<file path="src/design/kmc_consts.svh">
// Constants for the keypad menu and indicator controller.
// Assumes inclusion wherever key indices or segment codes are needed.
`ifndef KMC_CONSTS_SVH
`define KMC_CONSTS_SVH
`define KMC_CLK_HZ 40000000
`define KMC_DEBOUNCE_US 5000
`define KMC_DEBOUNCE_CYC ((`KMC_CLK_HZ / 1000000) * `KMC_DEBOUNCE_US)
`define KMC_BLINK_MS 250
`define KMC_BLINK_CYC ((`KMC_CLK_HZ / 1000) * `KMC_BLINK_MS)
`define KMC_SCAN_US 1000
`define KMC_SCAN_CYC ((`KMC_CLK_HZ / 1000000) * `KMC_SCAN_US)
`define KMC_KEY_PROG 0
`define KMC_KEY_ENTER 1
`define KMC_KEY_SHIFT 2
`define KMC_KEY_ENC_A 8
`define KMC_KEY_ENC_B 9
`define KMC_GROUP_MAX 4'hF
`define KMC_SEG_DASH 7'h40
`define KMC_SEG_P 7'h73
`define KMC_SEG_E 7'h79
`define KMC_SEG_A 7'h77
`define KMC_SEG_BLANK 7'h00
`define KMC_MON_MAX 3'h7
`endif

</file>
<file path="src/design/kmc_pkg.sv">
// Types shared by the keypad menu and indicator controller.
// Assumes the constants header sits beside it.
package kmc_pkg;
	typedef enum logic [2:0] {
		KMC_MONITOR,
		KMC_GROUP,
		KMC_CODE,
		KMC_VALUE,
		KMC_ALERT
	} kmc_state_t;

	// Drive state presented to the panel.
	typedef struct packed {
		logic running;
		logic forward;
		logic reverse;
		logic remote;
		logic fault;
		logic warning;
		logic keypad_set_en;
		logic [7:0] fault_code;
		logic [7:0] warn_code;
	} kmc_drive_t;

	// Five status lamps.
	typedef struct packed {
		logic run_lamp;
		logic forward_lamp;
		logic reverse_lamp;
		logic remote_lamp;
		logic fault_lamp;
	} kmc_lamps_t;

	// Parameter write to the drive.
	typedef struct packed {
		logic valid;
		logic [3:0] group;
		logic [7:0] code;
		logic [15:0] value;
	} kmc_param_t;
endpackage

</file>
<file path="src/design/kmc_panel.sv">
// Front-panel controller: keys, encoder, menu, display and lamps.
// Assumes key and encoder levels are synchronous to ref_clk, high = pressed.
//
// Contract
// Run lamp lit while drive runs.
// Forward and reverse lamps follow rotation.
// Remote lamp lit when not keypad controlled.
// Fault lamp lit while fault present.
// Monitor shows fault code, else warning code.
// Monitor otherwise shows selected quantity.
// Four seven-segment digits drive all views.
// Programming menu: group, code, value levels.
// Group level shows dash-framed P0 to PF.
// Eight keys plus encoder are decoded.
// Program key in monitor enters group level.
// Enter steps one level deeper.
// Program key steps one level up.
// Program key toggles alert and group views.
// Enter at value level stores parameter.
// Clockwise step increments selected item.
// Digit under edit blinks.
// Monitor clockwise raises setpoint when enabled.
// Counter-clockwise step decrements selected item.
// Shift picks edit digit or monitor quantity.
// Inputs debounced, one action per press.
`timescale 1ns/10ps
`include "kmc_consts.svh"
module kmc_panel #(
	parameter int DEBOUNCE_CYC = `KMC_DEBOUNCE_CYC,
	parameter int BLINK_CYC = `KMC_BLINK_CYC,
	parameter int SCAN_CYC = `KMC_SCAN_CYC
) (
	// Clock and reset.
	input wire logic ref_clk,
	input wire logic reset_n,
	// Operator inputs: eight keys, encoder phases A and B.
	input wire logic [7:0] key_in,
	input wire logic [1:0] enc_in,
	// Drive state and parameter data.
	input wire kmc_pkg::kmc_drive_t drive,
	input wire logic [15:0] param_rd_value,
	input wire logic [15:0] monitor_value,
	// Drive commands.
	output kmc_pkg::kmc_param_t param_wr,
	output logic setpoint_up,
	output logic setpoint_down,
	output logic [2:0] monitor_sel,
	output logic [7:0] other_keys,
	// Display and lamps.
	output logic [6:0] seg,
	output logic [3:0] digit_en,
	output kmc_pkg::kmc_lamps_t lamps
);
	import kmc_pkg::*;

	localparam int NIN = 10;

	logic [NIN-1:0] raw;
	logic [NIN-1:0] stable_reg;
	logic [NIN-1:0] stable_d_reg;
	logic [NIN-1:0] press;
	kmc_state_t state_reg;
	logic [3:0] group_reg;
	logic [7:0] code_reg;
	logic [15:0] value_reg;
	logic [1:0] digit_sel_reg;
	logic [2:0] monitor_reg;
	logic [31:0] blink_cnt_reg;
	logic blink_reg;
	logic [31:0] scan_cnt_reg;
	logic [1:0] scan_reg;
	logic key_prog, key_enter, key_shift, step_cw, step_ccw;
	logic [15:0] digit_step;
	logic [15:0] shown;
	logic [6:0] seg_next;
	logic blank_now;
	logic alert;

	assign raw = {enc_in, key_in};
	assign alert = drive.fault | drive.warning;

	////////////////////////////////////////////////////////////////////////
	// Debounce: one counter per input, level accepted after steady time.
	generate
		for (genvar i = 0; i < NIN; i++) begin : g_deb
			logic [31:0] cnt_reg;
			always_ff @(posedge ref_clk or negedge reset_n) begin
				if (!reset_n) begin
					cnt_reg <= 32'h0;
					stable_reg[i] <= 1'b0;
				end else if (raw[i] == stable_reg[i]) begin
					cnt_reg <= 32'h0;
				end else if (cnt_reg >= 32'(DEBOUNCE_CYC - 1)) begin
					cnt_reg <= 32'h0;
					stable_reg[i] <= raw[i];
				end else begin
					cnt_reg <= cnt_reg + 32'h1;
				end
			end
		end
	endgenerate

	// Delayed copy for edge detection.
	always_ff @(posedge ref_clk or negedge reset_n) begin
		if (!reset_n) begin
			stable_d_reg <= '0;
		end else begin
			stable_d_reg <= stable_reg;
		end
	end

	// One pulse per press; encoder detent on rising edge of phase A.
	assign press = stable_reg & ~stable_d_reg;
	assign key_prog = press[`KMC_KEY_PROG];
	assign key_enter = press[`KMC_KEY_ENTER];
	assign key_shift = press[`KMC_KEY_SHIFT];
	assign step_cw = press[`KMC_KEY_ENC_A] & ~stable_reg[`KMC_KEY_ENC_B];
	assign step_ccw = press[`KMC_KEY_ENC_A] & stable_reg[`KMC_KEY_ENC_B];

	// The remaining five keys are handed on as press pulses.
	assign other_keys = {press[7:3], 3'h0};

	// Weight of the digit under edit.
	always_comb begin
		case (digit_sel_reg)
			2'h0: digit_step = 16'h0001;
			2'h1: digit_step = 16'h0010;
			2'h2: digit_step = 16'h0100;
			default: digit_step = 16'h1000;
		endcase
	end

	////////////////////////////////////////////////////////////////////////
	// Menu state machine.
	always_ff @(posedge ref_clk or negedge reset_n) begin
		if (!reset_n) begin
			state_reg <= KMC_MONITOR;
		end else begin
			case (state_reg)
				KMC_MONITOR: begin
					if (alert) begin
						state_reg <= KMC_ALERT;
					end else if (key_prog) begin
						state_reg <= KMC_GROUP;
					end
				end
				KMC_ALERT: begin
					if (!alert) begin
						state_reg <= KMC_MONITOR;
					end else if (key_prog) begin
						state_reg <= KMC_GROUP;
					end
				end
				KMC_GROUP: begin
					if (key_prog) begin

						state_reg <= alert ? KMC_ALERT : KMC_MONITOR;
					end else if (key_enter) begin
						state_reg <= KMC_CODE;
					end
				end
				KMC_CODE: begin
					if (key_prog) begin
						state_reg <= KMC_GROUP;
					end else if (key_enter) begin
						state_reg <= KMC_VALUE;
					end
				end
				KMC_VALUE: begin
					if (key_prog || key_enter) begin
						state_reg <= KMC_CODE;
					end
				end
				default: state_reg <= KMC_MONITOR;
			endcase
		end
	end

	// Group and code selection by encoder steps.
	always_ff @(posedge ref_clk or negedge reset_n) begin
		if (!reset_n) begin
			group_reg <= 4'h0;
			code_reg <= 8'h00;
		end else if (state_reg == KMC_GROUP) begin
			code_reg <= 8'h00;
			if (step_cw) begin
				group_reg <= group_reg + 4'h1;
			end else if (step_ccw) begin
				group_reg <= group_reg - 4'h1;
			end
		end else if (state_reg == KMC_CODE) begin
			if (step_cw) begin
				code_reg <= code_reg + 8'h01;
			end else if (step_ccw) begin
				code_reg <= code_reg - 8'h01;
			end
		end
	end

	// Value edit: loaded on entry, stepped at the selected digit.
	always_ff @(posedge ref_clk or negedge reset_n) begin
		if (!reset_n) begin
			value_reg <= 16'h0000;
			digit_sel_reg <= 2'h0;
		end else if (state_reg == KMC_CODE && key_enter) begin
			value_reg <= param_rd_value;
			digit_sel_reg <= 2'h0;
		end else if (state_reg == KMC_VALUE) begin
			if (step_cw) begin
				value_reg <= value_reg + digit_step;
			end else if (step_ccw) begin
				value_reg <= value_reg - digit_step;
			end
			if (key_shift) begin
				digit_sel_reg <= digit_sel_reg + 2'h1;
			end
		end
	end

	// Parameter store pulse on enter at value level.
	always_ff @(posedge ref_clk or negedge reset_n) begin
		if (!reset_n) begin
			param_wr <= '0;
		end else begin
			param_wr.valid <= (state_reg == KMC_VALUE) && key_enter;
			param_wr.group <= group_reg;
			param_wr.code <= code_reg;
			param_wr.value <= value_reg;
		end
	end

	// Monitor quantity select and setpoint stepping.
	always_ff @(posedge ref_clk or negedge reset_n) begin
		if (!reset_n) begin
			monitor_reg <= 3'h0;
			setpoint_up <= 1'b0;
			setpoint_down <= 1'b0;
		end else begin
			if (state_reg == KMC_MONITOR && key_shift) begin

				monitor_reg <= (monitor_reg == `KMC_MON_MAX) ? 3'h0 :
					monitor_reg + 3'h1;
			end
			setpoint_up <= (state_reg == KMC_MONITOR) && drive.keypad_set_en
				&& step_cw;
			setpoint_down <= (state_reg == KMC_MONITOR) &&
				drive.keypad_set_en && step_ccw;
		end
	end
	assign monitor_sel = monitor_reg;

	////////////////////////////////////////////////////////////////////////
	// Blink and digit scan timers.
	always_ff @(posedge ref_clk or negedge reset_n) begin
		if (!reset_n) begin
			blink_cnt_reg <= 32'h0;
			blink_reg <= 1'b0;
		end else if (blink_cnt_reg >= 32'(BLINK_CYC - 1)) begin
			blink_cnt_reg <= 32'h0;
			blink_reg <= ~blink_reg;
		end else begin
			blink_cnt_reg <= blink_cnt_reg + 32'h1;
		end
	end

	always_ff @(posedge ref_clk or negedge reset_n) begin
		if (!reset_n) begin
			scan_cnt_reg <= 32'h0;
			scan_reg <= 2'h0;
		end else if (scan_cnt_reg >= 32'(SCAN_CYC - 1)) begin
			scan_cnt_reg <= 32'h0;
			scan_reg <= scan_reg + 2'h1;
		end else begin
			scan_cnt_reg <= scan_cnt_reg + 32'h1;
		end
	end

	// Hex to segments, bit 0 = segment a.
	function automatic logic [6:0] hex_seg(input logic [3:0] h);
		case (h)
			4'h0: hex_seg = 7'h3F;
			4'h1: hex_seg = 7'h06;
			4'h2: hex_seg = 7'h5B;
			4'h3: hex_seg = 7'h4F;
			4'h4: hex_seg = 7'h66;
			4'h5: hex_seg = 7'h6D;
			4'h6: hex_seg = 7'h7D;
			4'h7: hex_seg = 7'h07;
			4'h8: hex_seg = 7'h7F;
			4'h9: hex_seg = 7'h6F;
			4'hA: hex_seg = 7'h77;
			4'hB: hex_seg = 7'h7C;
			4'hC: hex_seg = 7'h39;
			4'hD: hex_seg = 7'h5E;
			4'hE: hex_seg = 7'h79;
			default: hex_seg = 7'h71;
		endcase
	endfunction

	// Segment pattern for the digit being scanned.
	always_comb begin
		shown = 16'h0000;
		seg_next = `KMC_SEG_BLANK;
		blank_now = 1'b0;
		case (state_reg)
			KMC_GROUP: begin

				case (scan_reg)
					2'h3: seg_next = `KMC_SEG_DASH;
					2'h2: seg_next = `KMC_SEG_P;
					2'h1: seg_next = hex_seg(group_reg);
					default: seg_next = `KMC_SEG_DASH;
				endcase
			end
			KMC_ALERT: begin

				shown = drive.fault ? {8'h00, drive.fault_code} :
					{8'h00, drive.warn_code};
				if (scan_reg == 2'h3) begin
					seg_next = drive.fault ? `KMC_SEG_E : `KMC_SEG_A;
				end else if (scan_reg == 2'h2) begin
					seg_next = `KMC_SEG_BLANK;
				end else begin
					seg_next = hex_seg(shown[scan_reg*4 +: 4]);
				end
			end
			KMC_CODE: begin
				shown = {4'h0, group_reg, code_reg};
				seg_next = hex_seg(shown[scan_reg*4 +: 4]);
			end
			KMC_VALUE: begin
				shown = value_reg;
				blank_now = (scan_reg == digit_sel_reg) && blink_reg;
				seg_next = blank_now ? `KMC_SEG_BLANK :
					hex_seg(shown[scan_reg*4 +: 4]);
			end
			default: begin
				shown = monitor_value;
				seg_next = hex_seg(shown[scan_reg*4 +: 4]);
			end
		endcase
	end

	// Registered display drive, one digit at a time.
	always_ff @(posedge ref_clk or negedge reset_n) begin
		if (!reset_n) begin
			seg <= `KMC_SEG_BLANK;
			digit_en <= 4'h0;
		end else begin
			seg <= seg_next;
			digit_en <= 4'h1 << scan_reg;
		end
	end

	// Status lamps follow the drive state.
	always_ff @(posedge ref_clk or negedge reset_n) begin
		if (!reset_n) begin
			lamps <= '0;
		end else begin
			lamps.run_lamp <= drive.running;
			lamps.forward_lamp <= drive.running & drive.forward;
			lamps.reverse_lamp <= drive.running & drive.reverse;
			lamps.remote_lamp <= drive.remote;
			lamps.fault_lamp <= drive.fault;
		end
	end
endmodule

</file>
<file path="config.mk">
export PLATFORM = sky130hd
export DESIGN_NAME = kmc_panel
export DESIGN_NICKNAME = d
export VERILOG_FILES = /design/src/design/kmc_pkg.sv /design/src/design/kmc_panel.sv
export VERILOG_INCLUDE_DIRS = /design/src /design/src/design
export SDC_FILE = /design/constraint.sdc
export NUM_CORES = 1
export LEC_CHECK = 0
export BUFFER_PORTS_ARGS = -buffer_cell sky130_fd_sc_hd__buf_2
export CAP_MARGIN = 20
export CELL_PAD_IN_SITES_DETAIL_PLACEMENT = 1
export CELL_PAD_IN_SITES_GLOBAL_PLACEMENT = 1
export CORE_MARGIN = 2
export CORE_UTILIZATION = 39
export CTS_BUF_LIST = sky130_fd_sc_hd__clkbuf_8
export CTS_CLUSTER_DIAMETER = 50
export DETAILED_ROUTE_END_ITERATION = 8
export PLACE_DENSITY_LB_ADDON = 0.1
export RECOVER_POWER = 50
export SETUP_SLACK_MARGIN = 0.5
export SYNTH_ARGS = -nofsm -noshare
export SYNTH_HDL_FRONTEND = slang
export SYNTH_SLANG_ARGS = --single-unit
</file>
<file path="constraint.sdc">
create_clock -name ref_clk -period 3.2 [get_ports ref_clk]
set_clock_uncertainty 0.05 [all_clocks]
set_input_delay 0 -clock ref_clk [delete_from_list [all_inputs] [get_ports ref_clk]]
set_output_delay 0 -clock ref_clk [all_outputs]
set_load 0.1 [all_outputs]
</file>
# Word level (Yosys, flattened, before mapping)

Memory sizes are Yosys's and may differ from the RTL's.
Cells that the tools add are included.

$lt $le $gt $ge: 12
Shift operators: 5
Reduce and logical (&&, ||, !) cells: 31
Multiplexer cells: 54
Bitwise logic cells: 19
Eq/ne operators: 24
Add/sub/neg operators: 21

Operators with widths:

| operator                                              | count |
|---|---|
| two-way mux 32 bit                                    | 22 |
| adder 32 x 1 -> 32 bit, second input constant         | 12 |
| >= comparator 32 x 18 -> 1 bit, second input constant | 10 |
| two-way mux 16 bit                                    | 4 |
| variable part select 16 x 5 -> 4 bit                  | 4 |
| two-way mux 8 bit                                     | 5 |
| one-hot mux 13 bit (3 select lines)                   | 1 |
| >= comparator 32 x 16 -> 1 bit, second input constant | 1 |
| >= comparator 32 x 24 -> 1 bit, second input constant | 1 |
| two-way mux 3 bit                                     | 10 |
| one-hot mux 7 bit (4 select lines)                    | 1 |
| AND reduction 2 bit                                   | 14 |
| two-way mux 7 bit                                     | 3 |
| adder 16 bit                                          | 1 |
| subtractor 16 bit                                     | 1 |
| one-hot mux 3 bit (5 select lines)                    | 1 |
| one-hot mux 7 bit (2 select lines)                    | 1 |
| two-way mux 4 bit                                     | 3 |
| inverter 1 bit                                        | 12 |
| == test 1 bit                                         | 10 |
| bitwise AND 9 bit                                     | 1 |
| inverter 9 bit                                        | 1 |
| adder 8 x 1 -> 8 bit, second input constant           | 1 |
| nonzero test 2 bit                                    | 4 |
| other kinds (23)                                      | 42 |

Bits in read-only memories: 560
Logic and storage cells: 215
Memories kept: 5
Output and inout port bits: 58
Flip-flop bits (word level): 489
Input bits: 67

Memory list:

| memory          | depth | width | read ports | clocked after memory_dff | wr ports | RTL line         | text |
|---|---|---|---|---|---|---|---|
| (no name shown) | 16    | 7     | 1          | 0                        | 0        | kmc_panel.sv:280 | `case (h)` |
| (no name shown) | 16    | 7     | 1          | 0                        | 0        | kmc_panel.sv:280 |  |
| (no name shown) | 16    | 7     | 1          | 0                        | 0        | kmc_panel.sv:280 |  |
| (no name shown) | 16    | 7     | 1          | 0                        | 0        | kmc_panel.sv:280 |  |
| (no name shown) | 16    | 7     | 1          | 0                        | 0        | kmc_panel.sv:280 |  |

# Depth between registers and ports, before layout

Depth in word-level cells: 7
Gate-level depth with buffers: 16
Depth with buffers taken out: 15

# Worst setup path after synthesis

No wires, ideal clock.

Kind: reg2reg
From: register stable_reg[9]
To: register value_reg[11]
Required time: 3.025 ns
Setup slack: -0.126 ns
Setup time: 0.125 ns
Buffers on the path: 2
Clock period less this slack: 3.326 ns
Arrival: 3.151 ns
Stages on the path, launching flop included: 15
Cells stage by stage: dfrtp_1 nor3b_4 inv_2 clkbuf_1 nand2_1 o21ai_0 ha_1 clkbuf_1 a41o_1 o31a_1 or4_1 o21ai_1 o21ai_1 xnor2_1 mux2_2

Word-level cells in the longest chain between the ends: 5
Elaborated cells between the ends (all ways): 8
Those cells by class: mux: 3; bitwise: 3; reduce/logical: 2

RTL lines:

| element                           | RTL line         | text |
|---|---|---|
| from (decl)                       | kmc_panel.sv:59  | `logic [NIN-1:0] stable_reg;` |
| from (signal, indexed assignment) | kmc_panel.sv:95  | `stable_reg[i] <= raw[i];` |
| inverter 1 bit                    | kmc_panel.sv:117 | `` assign step_cw = press[`KMC_KEY_ENC_A] & ~stable_reg[`KMC_KEY_ENC_B]; `` |
| bitwise AND 1 bit                 | kmc_panel.sv:117 |  |
| two-way mux 16 bit                | kmc_panel.sv:209 | `if (step_cw) begin` |
| two-way mux 16 bit                | kmc_panel.sv:208 | `end else if (state_reg == KMC_VALUE) begin` |
| two-way mux 16 bit                | kmc_panel.sv:205 | `end else if (state_reg == KMC_CODE && key_enter) begin` |
| to (signal assigned)              | kmc_panel.sv:206 | `value_reg <= param_rd_value;` |
| to (signal assigned)              | kmc_panel.sv:210 | `value_reg <= value_reg + digit_step;` |
| to (signal assigned)              | kmc_panel.sv:212 | `value_reg <= value_reg - digit_step;` |
| to (decl)                         | kmc_panel.sv:65  | `logic [15:0] value_reg;` |

Parallel ways exist; a longest one is shown, timed or not. The select of a mux whose other input is x is not followed.
A chain may end at the register's enable or synchronous reset.

# Final worst setup path

From: register digit_sel_reg[0]
To: register value_reg[11]

Word-level cells in the longest chain between the ends: 7
Elaborated cells between the ends (all ways): 10
Those cells by class: add/sub: 2; eq/ne: 2; mux: 5; reduce/logical: 1

RTL lines:

| element                                 | RTL line         | text |
|---|---|---|
| from (decl)                             | kmc_panel.sv:66  | `logic [1:0] digit_sel_reg;` |
| from (signal assigned)                  | kmc_panel.sv:215 | `digit_sel_reg <= digit_sel_reg + 2'h1;` |
| == test 2 bit (tied with other cells)   | kmc_panel.sv:125 | `case (digit_sel_reg)` |
| one-hot mux 13 bit (3 select lines) (*) | kmc_panel.sv:125 |  |
| subtractor 16 bit                       | kmc_panel.sv:212 |  |
| two-way mux 16 bit                      | kmc_panel.sv:211 | `end else if (step_ccw) begin` |
| two-way mux 16 bit (*)                  | kmc_panel.sv:209 |  |
| two-way mux 16 bit (*)                  | kmc_panel.sv:208 |  |
| two-way mux 16 bit (*)                  | kmc_panel.sv:205 |  |

Mark *: on every way between the ends. The rest lies on a longest branch, timed or not. The select of a mux whose other input is x is not followed.

==> impl_metrics.yaml <==
yosys:
  most_used_flip_flop_cell_after_synthesis: "sky130_fd_sc_hd__dfrtp_1"
  yosys.area_share.simple: 0.178
  syn-cell-area_um2: 21500
  dominant_combinational_cell_family_by_area_after_synthesis: "simple AND/OR/NAND/NOR gates"
  muxShareOfSynthArea: 0.0320
  avgSynthCellArea_um2: 10.8
  yosysWarningCount: 0
  synth_sequential_area_ratio: 0.569
  yosys.area_share.adder: 0.0416
  netlist_instances: 1995
  yosys.area_share.xor_xnor: 0.0969
  synth_compound_area_frac: 0.0652
  synth_enable_flop_cells: 0
  ys_ff_latch: 489
  synth_async_sr_flop_share: 1.00
  synthDistinctLibCells: 69
grt:
  global_route.peak_usage_layer: "met2"
  grtUsageMet2: 0.305
  gr-usage-met3: 0.0323
  antenna_found_initial: 1
  grt_pass1_vias: 17000
  global_route.overflow_total: 0
  grt_max_degree: 94
  global_route.usage.met1: 0.227
  grt.total_usage: 0.178
  grt_first_pass_wirelength_um: 83500
status:
  outcome: "finished with violations"
  violations: "capacitance limit, slew limit"
place:
  gpl.final_weighted_congestion: 0.829
  hpwl_um: 33400
  port_buffers: 121
setup_path:
  timing.setup.critical_path_class: "flip-flop to flip-flop"
  timing.critical_path.arrival_ns: 3.51
  end_kind: "flip-flop"
  start_kind: "flip-flop"
  worst-endpoint-required_ns: 3.69
  critPathMaxFanout: 3
pwr:
  vdd.ir_drop.worst_uv: 482
  netSwitchingFraction: 0.352
  p_sw_mw: 5.95
  clkPwrFrac: 0.346
  power_internal_mw: 10.9
  power_leakage_nw: 11.6
  power_per_cell_area_nw_per_um2: 642
  power.share.sequential: 0.415
  pwr-share-comb: 0.239
drt:
  ant_nets: 0
  route.final.wire_length_um: 49300
  detail_route.first_pass.iterations: 4
  avgViaCountPerCell: 4.88
  routed-via-count: 15600
  drc_errors: 0
  routed_wire_length_per_instance_um: 15.4
  drt_iter0_drc: 583
floorplan:
  row_count: 86
  pin_count: 125
  design.core.area_um2: 54800
  die_height_um: 239
  design.die.area_um2: 57100
  initial_utilization: 0.393
  die_wd_um: 239
cells_and_area:
  areaGrowthSynthToFinish_pct: 22.3
  post-route-util: 0.480
  layout.cells.most_common: "sky130_fd_sc_hd__dfrtp_1"
  most-common-layout-cells: "sky130_fd_sc_hd__dfrtp_1, sky130_fd_sc_hd__nor2_1, sky130_fd_sc_hd__conb_1"
  largest_register_ff_count: 320
  fin_nets: 2561
  final_layout_size_suffix_gt1_frac: 0.139
clock_tree:
  clock_tree.buffer_depth: 3
  cts_sinks: 489
  clock_buffer_count_from_cts: 89
  cts.clk_slew.worst_paths_ns: 0.06
  clock_tree_from_tritoncts: "built"
  ctsRootBufferMaster: "sky130_fd_sc_hd__clkbuf_8"
  cts_max_level: 3
  clock_latency_ns: 0.66
job:
  drv_cap: 1
timing:
  setup_viol: 0
  slew_headroom: -0.118
  final_max_slew_viol_count: 75
  timing.final.crit_share: 0.943
  timing.final.hold_violations: 0
  max_freq_mhz: 331
  worst_slew_pin_slew_ns: 1.68
  rsz0062_at_grt: "true"
  final.min_clock_period_ns: 3.02
  fin_setup_tns_ns: 0
min_path:
  hold_class: "primary input to flip-flop"
synthesized netlist by cell type, types with 12 or more instances:
cell,instances,area [µm²]
sky130_fd_sc_hd__mux4_2,14,315
sky130_fd_sc_hd__nand3_1,93,465
sky130_fd_sc_hd__and3_1,53,332
sky130_fd_sc_hd__xor2_1,148,1300
sky130_fd_sc_hd__o21ai_1,14,70.1
sky130_fd_sc_hd__xnor2_1,90,788
sky130_fd_sc_hd__nor4_1,53,332
sky130_fd_sc_hd__inv_1,44,165
sky130_fd_sc_hd__nor3_1,27,135
sky130_fd_sc_hd__o21ai_0,49,245
sky130_fd_sc_hd__dfrtp_1,489,12200
sky130_fd_sc_hd__mux2_2,19,214
sky130_fd_sc_hd__and4_1,12,105
sky130_fd_sc_hd__a21oi_1,63,315
sky130_fd_sc_hd__nand4_1,31,194
sky130_fd_sc_hd__clkbuf_1,42,158
sky130_fd_sc_hd__ha_1,69,863
sky130_fd_sc_hd__nor2_1,337,1260
sky130_fd_sc_hd__nor2b_1,16,100
sky130_fd_sc_hd__mux2i_1,16,160
sky130_fd_sc_hd__nand2_1,165,619
sky130_fd_sc_hd__a31oi_1,28,175
worst max-delay path: stages, from the launching register on:
cell and delay, ns:
sky130_fd_sc_hd__dfrtp_1 0.41, sky130_fd_sc_hd__inv_2 0.11, sky130_fd_sc_hd__ha_4 0.14, sky130_fd_sc_hd__inv_2 0.04
sky130_fd_sc_hd__ha_4 0.25, sky130_fd_sc_hd__nand2_2 0.05, sky130_fd_sc_hd__o21ai_2 0.08, sky130_fd_sc_hd__ha_4 0.24
sky130_fd_sc_hd__a41o_1 0.24, sky130_fd_sc_hd__o31a_1 0.25, sky130_fd_sc_hd__or4_1 0.41, sky130_fd_sc_hd__o21ai_1 0.14
sky130_fd_sc_hd__o21ai_1 0.09, sky130_fd_sc_hd__xnor2_1 0.14, sky130_fd_sc_hd__mux2_2 0.26
per-layer routing:
metal | vias up | routed length, µm
li1 | 7544 | -
met1 | 7783 | 22100
met2 | 223 | 24200
met3 | 82 | 2020
met4 | 0 | 988
met5 | - | 0
timing repair:
action	CTS	global route
setup endpoints to repair	16	53
hold endpoints to repair	564	0
pin swaps	25	14
gates cloned	0	0
setup buffers	12	9
hold buffers	45	0
resized for setup	34	34
power groups by stage:
| stage | logic, mW | registers [mW] | clock network, mW |
|---|---|---|---|
| floorplan | 1.57 | 8.26 | 0 |
| global placement | 3.69 | 7.09 | 0 |
| detailed placement | 3.75 | 7.10 | 0 |
| CTS | 3.99 | 7.00 | 6.13 |
| global route | 4.35 | 7.06 | 6.40 |
| finish | 4.03 | 7.00 | 5.85 |
worst paths after layout:
kind / startpoint / to / slack [ns] / cells after the start
setup / recovery: digit_sel_reg[0]$_DFFE_PN0P_ / value_reg[11]$_DFFE_PN0P_ / 0.18 / 14
hold reg to reg: stable_reg[7]$_DFFE_PN0P_ / stable_d_reg[7]$_DFF_PN0_ / 0.38 / 0
setup reg to reg: digit_sel_reg[0]$_DFFE_PN0P_ / value_reg[11]$_DFFE_PN0P_ / 0.18 / 14
max in group asynchronous: reset_n / g_deb[5].cnt_reg[9]$_DFF_PN0_ / 0.59 / 4
min in group asynchronous: reset_n / g_deb[3].cnt_reg[5]$_DFF_PN0_ / 0.40 / 3
hold / removal: param_rd_value[4] / value_reg[4]$_DFFE_PN0P_ / 0.06 / 4
through the flow:
step	area (µm²)	hold WS, ns	worst slack [ns]	std cells	power, mW
2_1_floorplan	22200	-0.346	0.0221	2161	9.84
3_3_place_gp	23800	0.0269	0.0905	2971	10.8
3_5_place_dp	23800	0.0288	0.0290	2971	10.9
4_1_cts	26300	0.000186	0.142	3191	17.1
5_1_grt	26300	0.0534	0.0308	3201	17.8
6_report	26300	0.0629	0.182	3201	16.9
layout make-up:
class	instances	area (µm²)
Tap cell	704	881
Clock inverter	53	295
Inverter	45	174
Clock buffer	110	1510
Multi-Input combinational cell	1578	9790
Fill cell	6144	28500
Sequential cell	489	12200
Antenna cell	1	2.50
Timing Repair Buffer	221	1420
logic make-up after synthesis:
| kind of cell | Yosys count |
|---|---|
| and+or+nand+nor | 829 |
| DFF | 489 |
| xor gates and xnor gates | 238 |
| AOI/OAI and AO/OA | 224 |
| buffers and inverters | 94 |
| adders and majority gates | 71 |
| muxes | 49 |
| other | 1 |
Note: power is estimated with default switching activity, not from simulation.
